File: src/sp_regs.vh
// Register offsets, field positions, reset values and timing counts
`ifndef SP_REGS_VH
`define SP_REGS_VH

// ----------------------------------------
// Register offsets
// ----------------------------------------
`define SP_OFS_CONTROL 4'h0
`define SP_OFS_BUFFER 4'h1
`define SP_OFS_CONFIG 4'h2
`define SP_OFS_T1_RELOAD 4'h3
`define SP_OFS_T2_CONTROL 4'h4
`define SP_OFS_T2_RELOAD_LOW 4'h5
`define SP_OFS_T2_RELOAD_HIGH 4'h6
`define SP_OFS_NODE_ADDR 4'h7
`define SP_OFS_NODE_MASK 4'h8
`define SP_OFS_STATUS 4'h9

// ----------------------------------------
// serial_control fields
// ----------------------------------------
`define SP_CTL_MODE_HI 7
`define SP_CTL_MODE_LO 6
`define SP_CTL_MPF 5
`define SP_CTL_REN 4
`define SP_CTL_TB8 3
`define SP_CTL_RB8 2
`define SP_CTL_TI 1
`define SP_CTL_RI 0

// ----------------------------------------
// Config, timer 2 control and status fields
// ----------------------------------------
`define SP_CFG_DOUBLER 7
`define SP_CFG_T1_CLK 4
`define SP_CFG_IRQ_EN 0
`define SP_T2_RX_SEL 5
`define SP_T2_TX_SEL 4
`define SP_STS_OVERRUN 0
`define SP_STS_TX_BUSY 1
`define SP_STS_RX_BUSY 2

// ----------------------------------------
// Reset values
// ----------------------------------------
`define SP_RST_BYTE 8'h00
`define SP_RST_WORD 16'h0000

// ----------------------------------------
// Timing counts
// ----------------------------------------
`define SP_M0_DIV 4'hC
`define SP_M0_HALF 4'h6
`define SP_T1_PRESCALE 4'hC
`define SP_OVERSAMPLE 4'hF
`define SP_MID_SAMPLE 4'h7
`define SP_M0_BITS 4'h8
`define SP_FRAME_8BIT 4'hA
`define SP_FRAME_9BIT 4'hB

`endif

File: src/sp_baud.v
// Baud tick generation: timer 1, timer 2, fixed and mode 0 dividers
`timescale 1ns/1ps
`default_nettype none
`include "sp_regs.vh"

module sp_baud (
  // Clock and reset
  input wire clk_sys,
  input wire arst_n,
  // Configuration
  input wire [1:0] mode,
  input wire baud_doubler,
  input wire timer1_clk_select,
  input wire [7:0] timer1_reload_value,
  input wire [15:0] timer2_reload,
  input wire tx_timer2_select,
  input wire rx_timer2_select,
  // Ticks, one cycle each
  output wire tx_tick,
  output wire rx_tick,
  output wire m0_lo,
  output wire m0_hi
);

  reg [3:0] pre_reg;
  reg [7:0] t1_cnt_reg;
  reg t1_div_reg;
  reg [15:0] t2_cnt_reg;
  reg t2_half_reg;
  reg [1:0] fix_reg;
  wire t1_en;
  wire t1_ovf;
  wire t2_run;
  wire t2_ovf;
  wire t1_tick;
  wire fix_tick;

  // ----------------------------------------
  // Shared divide-by-12 prescaler
  // ----------------------------------------
  always @(posedge clk_sys or negedge arst_n) begin
    if (!arst_n) begin
      pre_reg <= 4'h0;
    end else if (pre_reg == `SP_M0_DIV - 4'h1) begin
      pre_reg <= 4'h0;
    end else begin
      pre_reg <= pre_reg + 4'h1;
    end
  end

  assign m0_lo = (pre_reg == 4'h0);
  assign m0_hi = (pre_reg == `SP_M0_HALF);

  // ----------------------------------------
  // Timer 1, 8-bit auto reload
  // ----------------------------------------
  // Source is system clock, or system clock / 12
  assign t1_en = timer1_clk_select |
    (pre_reg == `SP_T1_PRESCALE - 4'h1);
  assign t1_ovf = t1_en & (t1_cnt_reg == 8'hFF);

  always @(posedge clk_sys or negedge arst_n) begin
    if (!arst_n) begin
      t1_cnt_reg <= `SP_RST_BYTE;
      t1_div_reg <= 1'b0;
    end else if (t1_en) begin
      if (t1_ovf) begin
        t1_cnt_reg <= timer1_reload_value;
        t1_div_reg <= ~t1_div_reg;
      end else begin
        t1_cnt_reg <= t1_cnt_reg + 8'h01;
      end
    end
  end

  // Without the doubler only every second overflow counts
  assign t1_tick = t1_ovf & (baud_doubler | t1_div_reg);

  // ----------------------------------------
  // Timer 2, 16-bit baud generator at half rate
  // ----------------------------------------
  assign t2_run = tx_timer2_select | rx_timer2_select;
  assign t2_ovf = t2_run & t2_half_reg & (t2_cnt_reg == 16'hFFFF);

  always @(posedge clk_sys or negedge arst_n) begin
    if (!arst_n) begin
      t2_cnt_reg <= `SP_RST_WORD;
      t2_half_reg <= 1'b0;
    end else if (t2_run) begin
      t2_half_reg <= ~t2_half_reg;
      if (t2_ovf) begin
        t2_cnt_reg <= timer2_reload;
      end else if (t2_half_reg) begin
        t2_cnt_reg <= t2_cnt_reg + 16'h0001;
      end
    end else begin
      // Stopped counter tracks the reload so the first bit is full length
      t2_cnt_reg <= timer2_reload;
    end
  end

  // ----------------------------------------
  // Fixed rate for mode 2: clock / 4 or / 2
  // ----------------------------------------
  always @(posedge clk_sys or negedge arst_n) begin
    if (!arst_n) begin
      fix_reg <= 2'h0;
    end else begin
      fix_reg <= fix_reg + 2'h1;
    end
  end

  assign fix_tick = baud_doubler ? fix_reg[0] : (fix_reg == 2'h3);

  // Each tick is one sixteenth of a bit time
  assign tx_tick = (mode == 2'h2) ? fix_tick :
    (tx_timer2_select ? t2_ovf : t1_tick);
  assign rx_tick = (mode == 2'h2) ? fix_tick :
    (rx_timer2_select ? t2_ovf : t1_tick);

endmodule
`default_nettype wire

File: src/sp_top.v
// Four-mode serial port: register file, transmitter, receivers
//
// Local design decisions: the plain strobed port and the placing of the registers.
`timescale 1ns/1ps
`default_nettype none
`include "sp_regs.vh"

module sp_top (
  // Clock and reset
  input wire clk_sys,
  input wire arst_n,
  // Register port
  input wire [3:0] addr,
  input wire [7:0] wr_data,
  input wire wr_en,
  input wire rd_en,
  output reg [7:0] rd_data,
  // Serial pins
  input wire serial_in_pin_i,
  output reg serial_in_pin_o,
  output reg serial_in_pin_oe,
  output reg serial_out_pin,
  // Interrupt request
  output reg irq
);

  // ----------------------------------------
  // Registers and state
  // ----------------------------------------
  reg [1:0] mode_reg;
  reg mpf_reg;
  reg ren_reg;
  reg tb8_reg;
  reg rb8_reg;
  reg ti_reg;
  reg ri_reg;
  reg [7:0] rx_buf_reg;
  reg doubler_reg;
  reg t1_clk_reg;
  reg irq_en_reg;
  reg [7:0] t1_reload_reg;
  reg tx_t2_reg;
  reg rx_t2_reg;
  reg [15:0] t2_reload_reg;
  reg [7:0] node_addr_reg;
  reg [7:0] node_mask_reg;
  reg overrun_reg;
  reg unread_reg;
  // Asynchronous transmitter
  reg tx_busy_reg;
  reg [10:0] tx_shift_reg;
  reg [3:0] tx_bits_reg;
  reg [3:0] tx_sub_reg;
  // Asynchronous receiver
  reg rx_busy_reg;
  reg rx_prev_reg;
  reg [3:0] rx_sub_reg;
  reg [3:0] rx_bit_reg;
  reg [9:0] rx_shift_reg;
  // Mode 0 shifter
  reg m0_busy_reg;
  reg m0_rx_reg;
  reg m0_run_reg;
  reg m0_clk_reg;
  reg [3:0] m0_bit_reg;
  reg [7:0] m0_shift_reg;

  wire tx_tick;
  wire rx_tick;
  wire m0_lo;
  wire m0_hi;
  wire wr_ctl;
  wire wr_buf;
  wire rd_buf;
  wire is_m0;
  wire nine_bit;
  wire tx_start;
  wire m0_rx_start;
  wire tx_bit_end;
  wire rx_mid;
  wire rx_last;
  wire [7:0] rx_data;
  wire rx_ninth;
  wire addr_match;
  wire rx_accept;
  wire m0_done;
  wire ti_set;
  wire ri_set;
  wire rx_load;
  wire [7:0] rx_load_data;

  assign wr_ctl = wr_en & (addr == `SP_OFS_CONTROL);
  assign wr_buf = wr_en & (addr == `SP_OFS_BUFFER);
  assign rd_buf = rd_en & (addr == `SP_OFS_BUFFER);
  assign is_m0 = (mode_reg == 2'h0);
  assign nine_bit = mode_reg[1];

  // ----------------------------------------
  // Baud ticks
  // ----------------------------------------
  sp_baud u_baud (
    .clk_sys(clk_sys),
    .arst_n(arst_n),
    .mode(mode_reg),
    .baud_doubler(doubler_reg),
    .timer1_clk_select(t1_clk_reg),
    .timer1_reload_value(t1_reload_reg),
    .timer2_reload(t2_reload_reg),
    .tx_timer2_select(tx_t2_reg),
    .rx_timer2_select(rx_t2_reg),
    .tx_tick(tx_tick),
    .rx_tick(rx_tick),
    .m0_lo(m0_lo),
    .m0_hi(m0_hi)
  );

  // ----------------------------------------
  // Asynchronous transmitter
  // ----------------------------------------
  // A write while a transfer runs is dropped
  assign tx_start = wr_buf & ~tx_busy_reg & ~m0_busy_reg;
  assign tx_bit_end = tx_busy_reg & tx_tick &
    (tx_sub_reg == `SP_OVERSAMPLE);

  always @(posedge clk_sys or negedge arst_n) begin
    if (!arst_n) begin
      tx_busy_reg <= 1'b0;
      tx_shift_reg <= 11'h7FF;
      tx_bits_reg <= 4'h0;
      tx_sub_reg <= 4'h0;
    end else if (tx_start & ~is_m0) begin
      tx_busy_reg <= 1'b1;
      tx_sub_reg <= 4'h0;
      if (nine_bit) begin
        tx_shift_reg <= {1'b1, tb8_reg, wr_data, 1'b0};
        tx_bits_reg <= `SP_FRAME_9BIT;
      end else begin
        tx_shift_reg <= {2'h3, wr_data, 1'b0};
        tx_bits_reg <= `SP_FRAME_8BIT;
      end
    end else if (tx_busy_reg & tx_tick) begin
      tx_sub_reg <= tx_sub_reg + 4'h1;
      if (tx_bit_end) begin
        tx_shift_reg <= {1'b1, tx_shift_reg[10:1]};
        tx_bits_reg <= tx_bits_reg - 4'h1;
        if (tx_bits_reg == 4'h1) begin
          tx_busy_reg <= 1'b0;
        end
      end
    end
  end

  // ----------------------------------------
  // Asynchronous receiver
  // ----------------------------------------
  // Bits are sampled at the eighth tick of sixteen
  assign rx_mid = rx_busy_reg & rx_tick &
    (rx_sub_reg == `SP_MID_SAMPLE);
  assign rx_last = rx_bit_reg ==
    (nine_bit ? `SP_FRAME_9BIT : `SP_FRAME_8BIT) - 4'h1;
  assign rx_data = nine_bit ? rx_shift_reg[8:1] : rx_shift_reg[9:2];
  assign rx_ninth = nine_bit ? rx_shift_reg[9] : serial_in_pin_i;
  assign addr_match =
    ((rx_data ^ node_addr_reg) & node_mask_reg) == 8'h00;
  assign rx_accept = rx_mid & rx_last & ~ri_reg & (~mpf_reg |
    (nine_bit ? (rx_ninth & addr_match) : serial_in_pin_i));

  always @(posedge clk_sys or negedge arst_n) begin
    if (!arst_n) begin
      rx_busy_reg <= 1'b0;
      rx_prev_reg <= 1'b1;
      rx_sub_reg <= 4'h0;
      rx_bit_reg <= 4'h0;
      rx_shift_reg <= 10'h000;
    end else begin
      rx_prev_reg <= serial_in_pin_i;
      if (~rx_busy_reg) begin
        if (~is_m0 & ren_reg & rx_prev_reg & ~serial_in_pin_i) begin
          rx_busy_reg <= 1'b1;
          rx_sub_reg <= 4'h0;
          rx_bit_reg <= 4'h0;
        end
      end else if (is_m0 | ~ren_reg) begin
        rx_busy_reg <= 1'b0;
      end else if (rx_tick) begin
        rx_sub_reg <= rx_sub_reg + 4'h1;
        if (rx_mid) begin
          rx_bit_reg <= rx_bit_reg + 4'h1;
          rx_shift_reg <= {serial_in_pin_i, rx_shift_reg[9:1]};
          // A start bit that is high again was a glitch
          if ((rx_bit_reg == 4'h0 && serial_in_pin_i) || rx_last) begin
            rx_busy_reg <= 1'b0;
          end
        end
      end
    end
  end

  // ----------------------------------------
  // Mode 0 synchronous shifter
  // ----------------------------------------
  assign m0_rx_start = is_m0 & ren_reg & ~ri_reg & ~m0_busy_reg &
    ~wr_buf;
  assign m0_done = m0_run_reg & m0_lo & (m0_bit_reg == `SP_M0_BITS);

  always @(posedge clk_sys or negedge arst_n) begin
    if (!arst_n) begin
      m0_busy_reg <= 1'b0;
      m0_rx_reg <= 1'b0;
      m0_run_reg <= 1'b0;
      m0_clk_reg <= 1'b1;
      m0_bit_reg <= 4'h0;
      m0_shift_reg <= `SP_RST_BYTE;
    end else if (tx_start & is_m0) begin
      m0_busy_reg <= 1'b1;
      m0_rx_reg <= 1'b0;
      m0_shift_reg <= wr_data;
      m0_bit_reg <= 4'h0;
    end else if (m0_rx_start) begin
      m0_busy_reg <= 1'b1;
      m0_rx_reg <= 1'b1;
      m0_shift_reg <= 8'hFF;
      m0_bit_reg <= 4'h0;
    end else if (m0_busy_reg) begin
      if (m0_lo) begin
        if (m0_done) begin
          m0_busy_reg <= 1'b0;
          m0_run_reg <= 1'b0;
          m0_clk_reg <= 1'b1;
        end else begin
          m0_run_reg <= 1'b1;
          m0_clk_reg <= 1'b0;
          // Send data moves on the falling clock, steady over the rise
          if (m0_run_reg & ~m0_rx_reg) begin
            m0_shift_reg <= {1'b1, m0_shift_reg[7:1]};
          end
        end
      end else if (m0_hi & m0_run_reg) begin
        m0_clk_reg <= 1'b1;
        m0_bit_reg <= m0_bit_reg + 4'h1;
        if (m0_rx_reg) begin
          m0_shift_reg <= {serial_in_pin_i, m0_shift_reg[7:1]};
        end
      end
    end
  end

  // ----------------------------------------
  // Done flags, holding register, overrun
  // ----------------------------------------
  assign ti_set = (tx_bit_end & (tx_bits_reg == 4'h2)) |
    (m0_done & ~m0_rx_reg);
  assign ri_set = rx_accept | (m0_done & m0_rx_reg);
  assign rx_load = ri_set;
  assign rx_load_data = rx_accept ? rx_data : m0_shift_reg;

  always @(posedge clk_sys or negedge arst_n) begin
    if (!arst_n) begin
      ti_reg <= 1'b0;
      ri_reg <= 1'b0;
      rb8_reg <= 1'b0;
      rx_buf_reg <= `SP_RST_BYTE;
      unread_reg <= 1'b0;
      overrun_reg <= 1'b0;
    end else begin
      // Hardware set wins over a software write in the same cycle
      if (ti_set) begin
        ti_reg <= 1'b1;
      end else if (wr_ctl) begin
        ti_reg <= wr_data[`SP_CTL_TI];
      end
      if (ri_set) begin
        ri_reg <= 1'b1;
      end else if (wr_ctl) begin
        ri_reg <= wr_data[`SP_CTL_RI];
      end
      if (rx_accept) begin
        rb8_reg <= rx_ninth;
      end else if (wr_ctl) begin
        rb8_reg <= wr_data[`SP_CTL_RB8];
      end
      if (rx_load) begin
        rx_buf_reg <= rx_load_data;
        unread_reg <= 1'b1;
      end else if (rd_buf) begin
        unread_reg <= 1'b0;
      end
      if (rx_load & unread_reg) begin
        overrun_reg <= 1'b1;
      end else if (wr_en & (addr == `SP_OFS_STATUS) &
          wr_data[`SP_STS_OVERRUN]) begin
        overrun_reg <= 1'b0;
      end
    end
  end

  // ----------------------------------------
  // Software-written configuration
  // ----------------------------------------
  always @(posedge clk_sys or negedge arst_n) begin
    if (!arst_n) begin
      mode_reg <= 2'h0;
      mpf_reg <= 1'b0;
      ren_reg <= 1'b0;
      tb8_reg <= 1'b0;
      doubler_reg <= 1'b0;
      t1_clk_reg <= 1'b0;
      irq_en_reg <= 1'b0;
      t1_reload_reg <= `SP_RST_BYTE;
      tx_t2_reg <= 1'b0;
      rx_t2_reg <= 1'b0;
      t2_reload_reg <= `SP_RST_WORD;
      node_addr_reg <= `SP_RST_BYTE;
      node_mask_reg <= `SP_RST_BYTE;
    end else if (wr_en) begin
      case (addr)
        `SP_OFS_CONTROL: begin
          mode_reg <= wr_data[`SP_CTL_MODE_HI:`SP_CTL_MODE_LO];
          mpf_reg <= wr_data[`SP_CTL_MPF];
          ren_reg <= wr_data[`SP_CTL_REN];
          tb8_reg <= wr_data[`SP_CTL_TB8];
        end
        `SP_OFS_CONFIG: begin
          doubler_reg <= wr_data[`SP_CFG_DOUBLER];
          t1_clk_reg <= wr_data[`SP_CFG_T1_CLK];
          irq_en_reg <= wr_data[`SP_CFG_IRQ_EN];
        end
        `SP_OFS_T1_RELOAD: t1_reload_reg <= wr_data;
        `SP_OFS_T2_CONTROL: begin
          rx_t2_reg <= wr_data[`SP_T2_RX_SEL];
          tx_t2_reg <= wr_data[`SP_T2_TX_SEL];
        end
        `SP_OFS_T2_RELOAD_LOW: t2_reload_reg[7:0] <= wr_data;
        `SP_OFS_T2_RELOAD_HIGH: t2_reload_reg[15:8] <= wr_data;
        `SP_OFS_NODE_ADDR: node_addr_reg <= wr_data;
        `SP_OFS_NODE_MASK: node_mask_reg <= wr_data;
        default: begin
        end
      endcase
    end
  end

  // ----------------------------------------
  // Read port, pins and interrupt
  // ----------------------------------------
  always @(posedge clk_sys or negedge arst_n) begin
    if (!arst_n) begin
      rd_data <= `SP_RST_BYTE;
      serial_in_pin_o <= 1'b0;
      serial_in_pin_oe <= 1'b0;
      serial_out_pin <= 1'b1;
      irq <= 1'b0;
    end else begin
      rd_data <= `SP_RST_BYTE;
      if (rd_en) begin
        case (addr)
          `SP_OFS_CONTROL: rd_data <= {mode_reg, mpf_reg, ren_reg,
            tb8_reg, rb8_reg, ti_reg, ri_reg};
          `SP_OFS_BUFFER: rd_data <= rx_buf_reg;
          `SP_OFS_CONFIG: rd_data <= {doubler_reg, 2'h0, t1_clk_reg,
            3'h0, irq_en_reg};
          `SP_OFS_T1_RELOAD: rd_data <= t1_reload_reg;
          `SP_OFS_T2_CONTROL: rd_data <= {2'h0, rx_t2_reg, tx_t2_reg,
            4'h0};
          `SP_OFS_T2_RELOAD_LOW: rd_data <= t2_reload_reg[7:0];
          `SP_OFS_T2_RELOAD_HIGH: rd_data <= t2_reload_reg[15:8];
          `SP_OFS_NODE_ADDR: rd_data <= node_addr_reg;
          `SP_OFS_NODE_MASK: rd_data <= node_mask_reg;
          `SP_OFS_STATUS: rd_data <= {5'h00, rx_busy_reg | m0_rx_reg &
            m0_busy_reg, tx_busy_reg | ~m0_rx_reg & m0_busy_reg,
            overrun_reg};
          default: rd_data <= `SP_RST_BYTE;
        endcase
      end
      // Data pin only ever pulls low; a pull-up gives the high level
      serial_in_pin_o <= 1'b0;
      serial_in_pin_oe <= is_m0 & m0_busy_reg & m0_run_reg &
        ~m0_rx_reg & ~m0_shift_reg[0];
      serial_out_pin <= is_m0 ? m0_clk_reg : tx_shift_reg[0];
      irq <= irq_en_reg & (ti_reg | ri_reg);
    end
  end

endmodule
`default_nettype wire

File: config.mk
export PLATFORM = sky130hd
export DESIGN_NAME = sp_top
export DESIGN_NICKNAME = d
export VERILOG_FILES = /design/src/sp_baud.v /design/src/sp_top.v
export VERILOG_INCLUDE_DIRS = /design/src /design/src/src
export SDC_FILE = /design/constraint.sdc
export NUM_CORES = 1
export LEC_CHECK = 0
export BUFFER_PORTS_ARGS = -buffer_cell sky130_fd_sc_hd__buf_2
export CAP_MARGIN = 20
export CORE_MARGIN = 2
export CORE_UTILIZATION = 55
export CTS_BUF_LIST = sky130_fd_sc_hd__clkbuf_4 sky130_fd_sc_hd__clkbuf_8 sky130_fd_sc_hd__clkbuf_16
export CTS_CLUSTER_DIAMETER = 50
export CTS_CLUSTER_SIZE = 16
export DETAILED_ROUTE_END_ITERATION = 7
export PLACE_DENSITY = 0.79
export SLEW_MARGIN = 15
export SYNTH_ARGS = -nofsm -noshare
export SYNTH_HDL_FRONTEND = slang
export SYNTH_SLANG_ARGS = --single-unit
File: constraint.sdc
create_clock -name clk_sys -period 2.11 [get_ports clk_sys]
set_input_delay 0.422 -clock clk_sys [delete_from_list [all_inputs] [get_ports clk_sys]]
set_output_delay 0.422 -clock clk_sys [all_outputs]
set_load 0.02 [all_outputs]
==> flow_summary.toml <==
[run_status]
run_status = "finished with violations"
failed_checks = "setup timing"

[clock_network]
clock_sink_count = 160
clkTransAtPathRegs_ns = 0.06
htreeDepth = 4
clockBufferDepth = 2
cts_tree = "done"
numCtsBuffers = 17
clk-insertion-delay-late_ns = 0.43
ctsRootBufferMaster = "sky130_fd_sc_hd__clkbuf_16"

[yosys]
synth_enable_flop_cells = 0
ys.flop_type = "sky130_fd_sc_hd__dfrtp_1"
yosys.cell_count.top_type = "sky130_fd_sc_hd__dfrtp_1"
synth.lib_cells_used.distinct = 67
synthesis.instances = 796
syn-cell-area_um2 = 8113
mappedNetlistNets = 828
synthArstFlopShare_pct = 100.0
post_synth.cell_area_avg_um2 = 10.19
biggest_area_contributors_in_the_synthesized_netlist = "sky130_fd_sc_hd__dfrtp_1 45%, sky130_fd_sc_hd__mux2_2 7.4%, sky130_fd_sc_hd__mux2i_1 6.7%"
synth_warnings = 0
synth-seq-area-share_pct = 49.55
ff_latch_count_synth = 160
post-synth-top-area-cell = "sky130_fd_sc_hd__dfrtp_1"
synth_top_area_share_pct = 45.34
synth_commonest_cells = "147 x sky130_fd_sc_hd__dfrtp_1, 97 x sky130_fd_sc_hd__nand2_1, 61 x sky130_fd_sc_hd__nor2_1, 54 x sky130_fd_sc_hd__mux2i_1, 53 x sky130_fd_sc_hd__mux2_2"

[critical_path]
number_of_cells_traversed_by_the_worst_register_to_register_path = 7
crit_chain = "ha_4 -> nand3_4 -> nor2_4 -> a31oi_4 -> or4_4 -> or3_1 -> a21boi_1"
cp_num_cells = 7
critical_path_class = "flop to flop"
path_max_fanout = 3
ff_to_ff_start = "u_baud.t2_cnt_reg[0]"
worstPathRequired_ns = 2.46
biggest_cell_delay_along_the_critical_path_ns = 0.59
critical_path.endpoint_type = "flop"
cp_max_stage_cell = "sky130_fd_sc_hd__or4_4"
critical_path.reg2reg.endpoint = "rx_bit_reg[2]"
rrSetupSlack_ns = -0.04
cp_num_buf_inv = 0
startpoint_of_the_most_critical_setup_path = "u_baud.t2_cnt_reg[0]"
critical-path-top-delay-family = "simple AND/OR/NAND/NOR gates"
cp.arrival_ns = 2.50
startpoint_type = "flop"

[floorplanning]
chipWidth_um = 125.5
floorplan.initialDensity_pct = 56.03
core_area_um2 = 14480
vert_die_dim_um = 125.5
io_pins = 29
rows = 44
fp.dieArea_um2 = 15740

[drt]
detailroute.via_count = 6844
first_iter_violations = 896
drt_drc_violations_left = 0
wire_per_inst_um = 20.30
dr.pass1.iters = 6
drt-vias-per-instance = 6.171
drt_total_wl_um = 22510
detail-route-antenna-nets = 0

[placement]
dp_worst_setup_slack_ns = -0.1691
place_hpwl_um = 15040
io_buffers = 27
dpl_cell_area_um2 = 9106
gpl.final_weighted_congestion = 0.9289

[grt]
grt_antenna_before_repair = 0
total_gr_overflow = 0
grt_start_max_net_pins = 55
grt_pass1_wl_um = 35620
track_usage_pct = 29.12
grt_pass1_vias = 6627

[power_and_ir_drop]
p_switching_uw = 3414
power_frac_clock_pct = 31.4
power.leakage_uw = 0.004555
sw_frac_of_total_pct = 32.41
vdd.ir_drop.worst_uv = 754.7
power_density_nw_per_um2 = 1042
power.combinational.fraction_pct = 26.4
internal-power_uw = 7120
p_seq_share_pct = 42.1

[timing]
rsz0062_at_grt = "yes"
timing_hold_violations_final = 0
fin_hold_ws_ns = 0.1538
number_of_pins_with_negative_max_slew_slack_in_the_final_report = 0
max_clk_rate_ghz = 0.4653
min_period_over_period_pct = 101.9
fin_ws_ns = -0.03909
finalCriticalPeriod_ns = 2.149
timing.max_slew.rel_slack_pct = 58.21
setup-violations-final = 4
skew_ns = 0.007680
transition_time_at_the_pin_with_the_least_slew_margin_ns = 0.6246

[run]
max_cap_violations = 0

[layout]
layout-drive-gt1-share_pct = 30.92
multiInputGateArea_um2 = 4123
fillCellCount = 1036
finished_cell_area_um2 = 10110
nets = 944
n_antenna_cell = 0
area_growth_syn_to_layout_pct = 24.63
area.sequential_um2 = 4023

[hold_path]
hp-start = "serial_in_pin_i"
min_path_cells = 1
class_of_the_tightest_hold_or_removal_check = "primary input to flop"
timing.hold.worst_endpoint = "rx_prev_reg"
worst reg2reg max path, delay by kind of cell, from the launching register on:
kind                     cells  cell delay, ns
AND/OR/NAND/NOR              4            1.18
AO/OA/AOI/OAI                2            0.33
adder cells (fa/ha/maj)      1            0.17
flip-flops                   1            0.40
cell usage in the layout (no fill, tap or decap), types with 4 or more instances in the layout:
cell type,n
sky130_fd_sc_hd__dfrtp_1,145
sky130_fd_sc_hd__nand2_1,96
sky130_fd_sc_hd__buf_4,95
sky130_fd_sc_hd__nor2_1,61
sky130_fd_sc_hd__mux2_2,53
sky130_fd_sc_hd__a21oi_1,51
sky130_fd_sc_hd__mux2i_1,47
sky130_fd_sc_hd__buf_2,28
sky130_fd_sc_hd__o21ai_0,27
sky130_fd_sc_hd__nand3_1,24
sky130_fd_sc_hd__inv_1,20
sky130_fd_sc_hd__clkbuf_16,17
sky130_fd_sc_hd__ha_1,13
sky130_fd_sc_hd__dfstp_2,13
sky130_fd_sc_hd__and3_1,11
sky130_fd_sc_hd__nand2b_1,10
sky130_fd_sc_hd__a31oi_1,10
sky130_fd_sc_hd__a22oi_1,9
sky130_fd_sc_hd__o22ai_1,9
sky130_fd_sc_hd__xnor2_1,9
sky130_fd_sc_hd__nor3_1,9
sky130_fd_sc_hd__buf_6,9
sky130_fd_sc_hd__nand4_1,8
sky130_fd_sc_hd__a221o_1,8
sky130_fd_sc_hd__and3_4,6
sky130_fd_sc_hd__xor2_1,6
sky130_fd_sc_hd__mux2i_2,6
sky130_fd_sc_hd__clkinv_4,5
sky130_fd_sc_hd__or2_2,4
sky130_fd_sc_hd__a211oi_1,4
sky130_fd_sc_hd__o211ai_1,4
sky130_fd_sc_hd__nor4_1,4
sky130_fd_sc_hd__and2_1,4
sky130_fd_sc_hd__nor2b_1,4
sky130_fd_sc_hd__bufinv_16,4
metal layers:
metal	GRT usage (%)	up-vias	part of all wire [%]
met5	0	-	0
met4	12.75	0	3.7
met3	7.659	67	8.0
met2	44.64	327	46
met1	39.30	3343	42
li1	-	3107	-
final cells by class:
| cell class | instances | area share, % |
|---|---|---|
| inverter | 20 | 0.7425 |
| multi-input combinational | 577 | 40.77 |
| clock buffer | 19 | 4.418 |
| timing repair buffer | 136 | 10.13 |
| clock inverter | 13 | 1.869 |
| sequential | 160 | 39.78 |
| tap | 184 | 2.277 |
power by group through the flow:
stage / registers, uW / clock network (uW) / logic, uW
finish: 4440 / 3310 / 2790
global route: 4500 / 3480 / 3050
CTS: 4390 / 3340 / 2630
detailed placement: 4430 / 0 / 2500
global placement: 4410 / 0 / 2410
floorplan: 4280 / 0 / 1580
how the worst max path moves through the flow:
stage,to
2_1_floorplan,rb8_reg
4_1_cts,tx_shift_reg[4]
5_1_grt,rx_buf_reg[5]
3_3_place_gp,overrun_reg
3_5_place_dp,rx_buf_reg[7]
6_report,rx_bit_reg[2]
per-stage QoR:
| step | power (uW) | instances | utilization [%] | TNS, ns |
|---|---|---|---|---|
| after floorplan | 5866 | 796 | - | -0.3119 |
| after global placement | 6821 | 1057 | 62.89 | -1.972 |
| after detailed placement | 6932 | 1057 | 62.89 | -3.069 |
| after CTS | 10360 | 1101 | 68.49 | -0.01085 |
| after global routing | 11040 | 1109 | 69.83 | -0.5993 |
| final | 10530 | 1109 | 69.83 | -0.1171 |
cells by family (layout without fill, tap and decap cells):
kind of cell    Yosys count  count (layout)  share of synthesized area (%)
other cells               1               1                        0.04622
mux                     107             107                          14.02
xor+xnor                 15              15                          1.619
buf+inv                  59             188                          2.915
fa+ha+maj                15              15                          2.313
flops                   160             160                          49.55
simple gates            271             271                          16.10
compound gates          168             168                          13.43
timing repair:
action | CTS | global route
setup endpoints to repair | 41 | 48
pin swaps | 7 | 19
hold buffers | 1 | 0
cloned | 1 | 2
setup buffers | 10 | 8
hold endpoints to repair | 42 | 0
resized for setup | 23 | 32
Note: power is estimated with default switching activity, not from simulation.
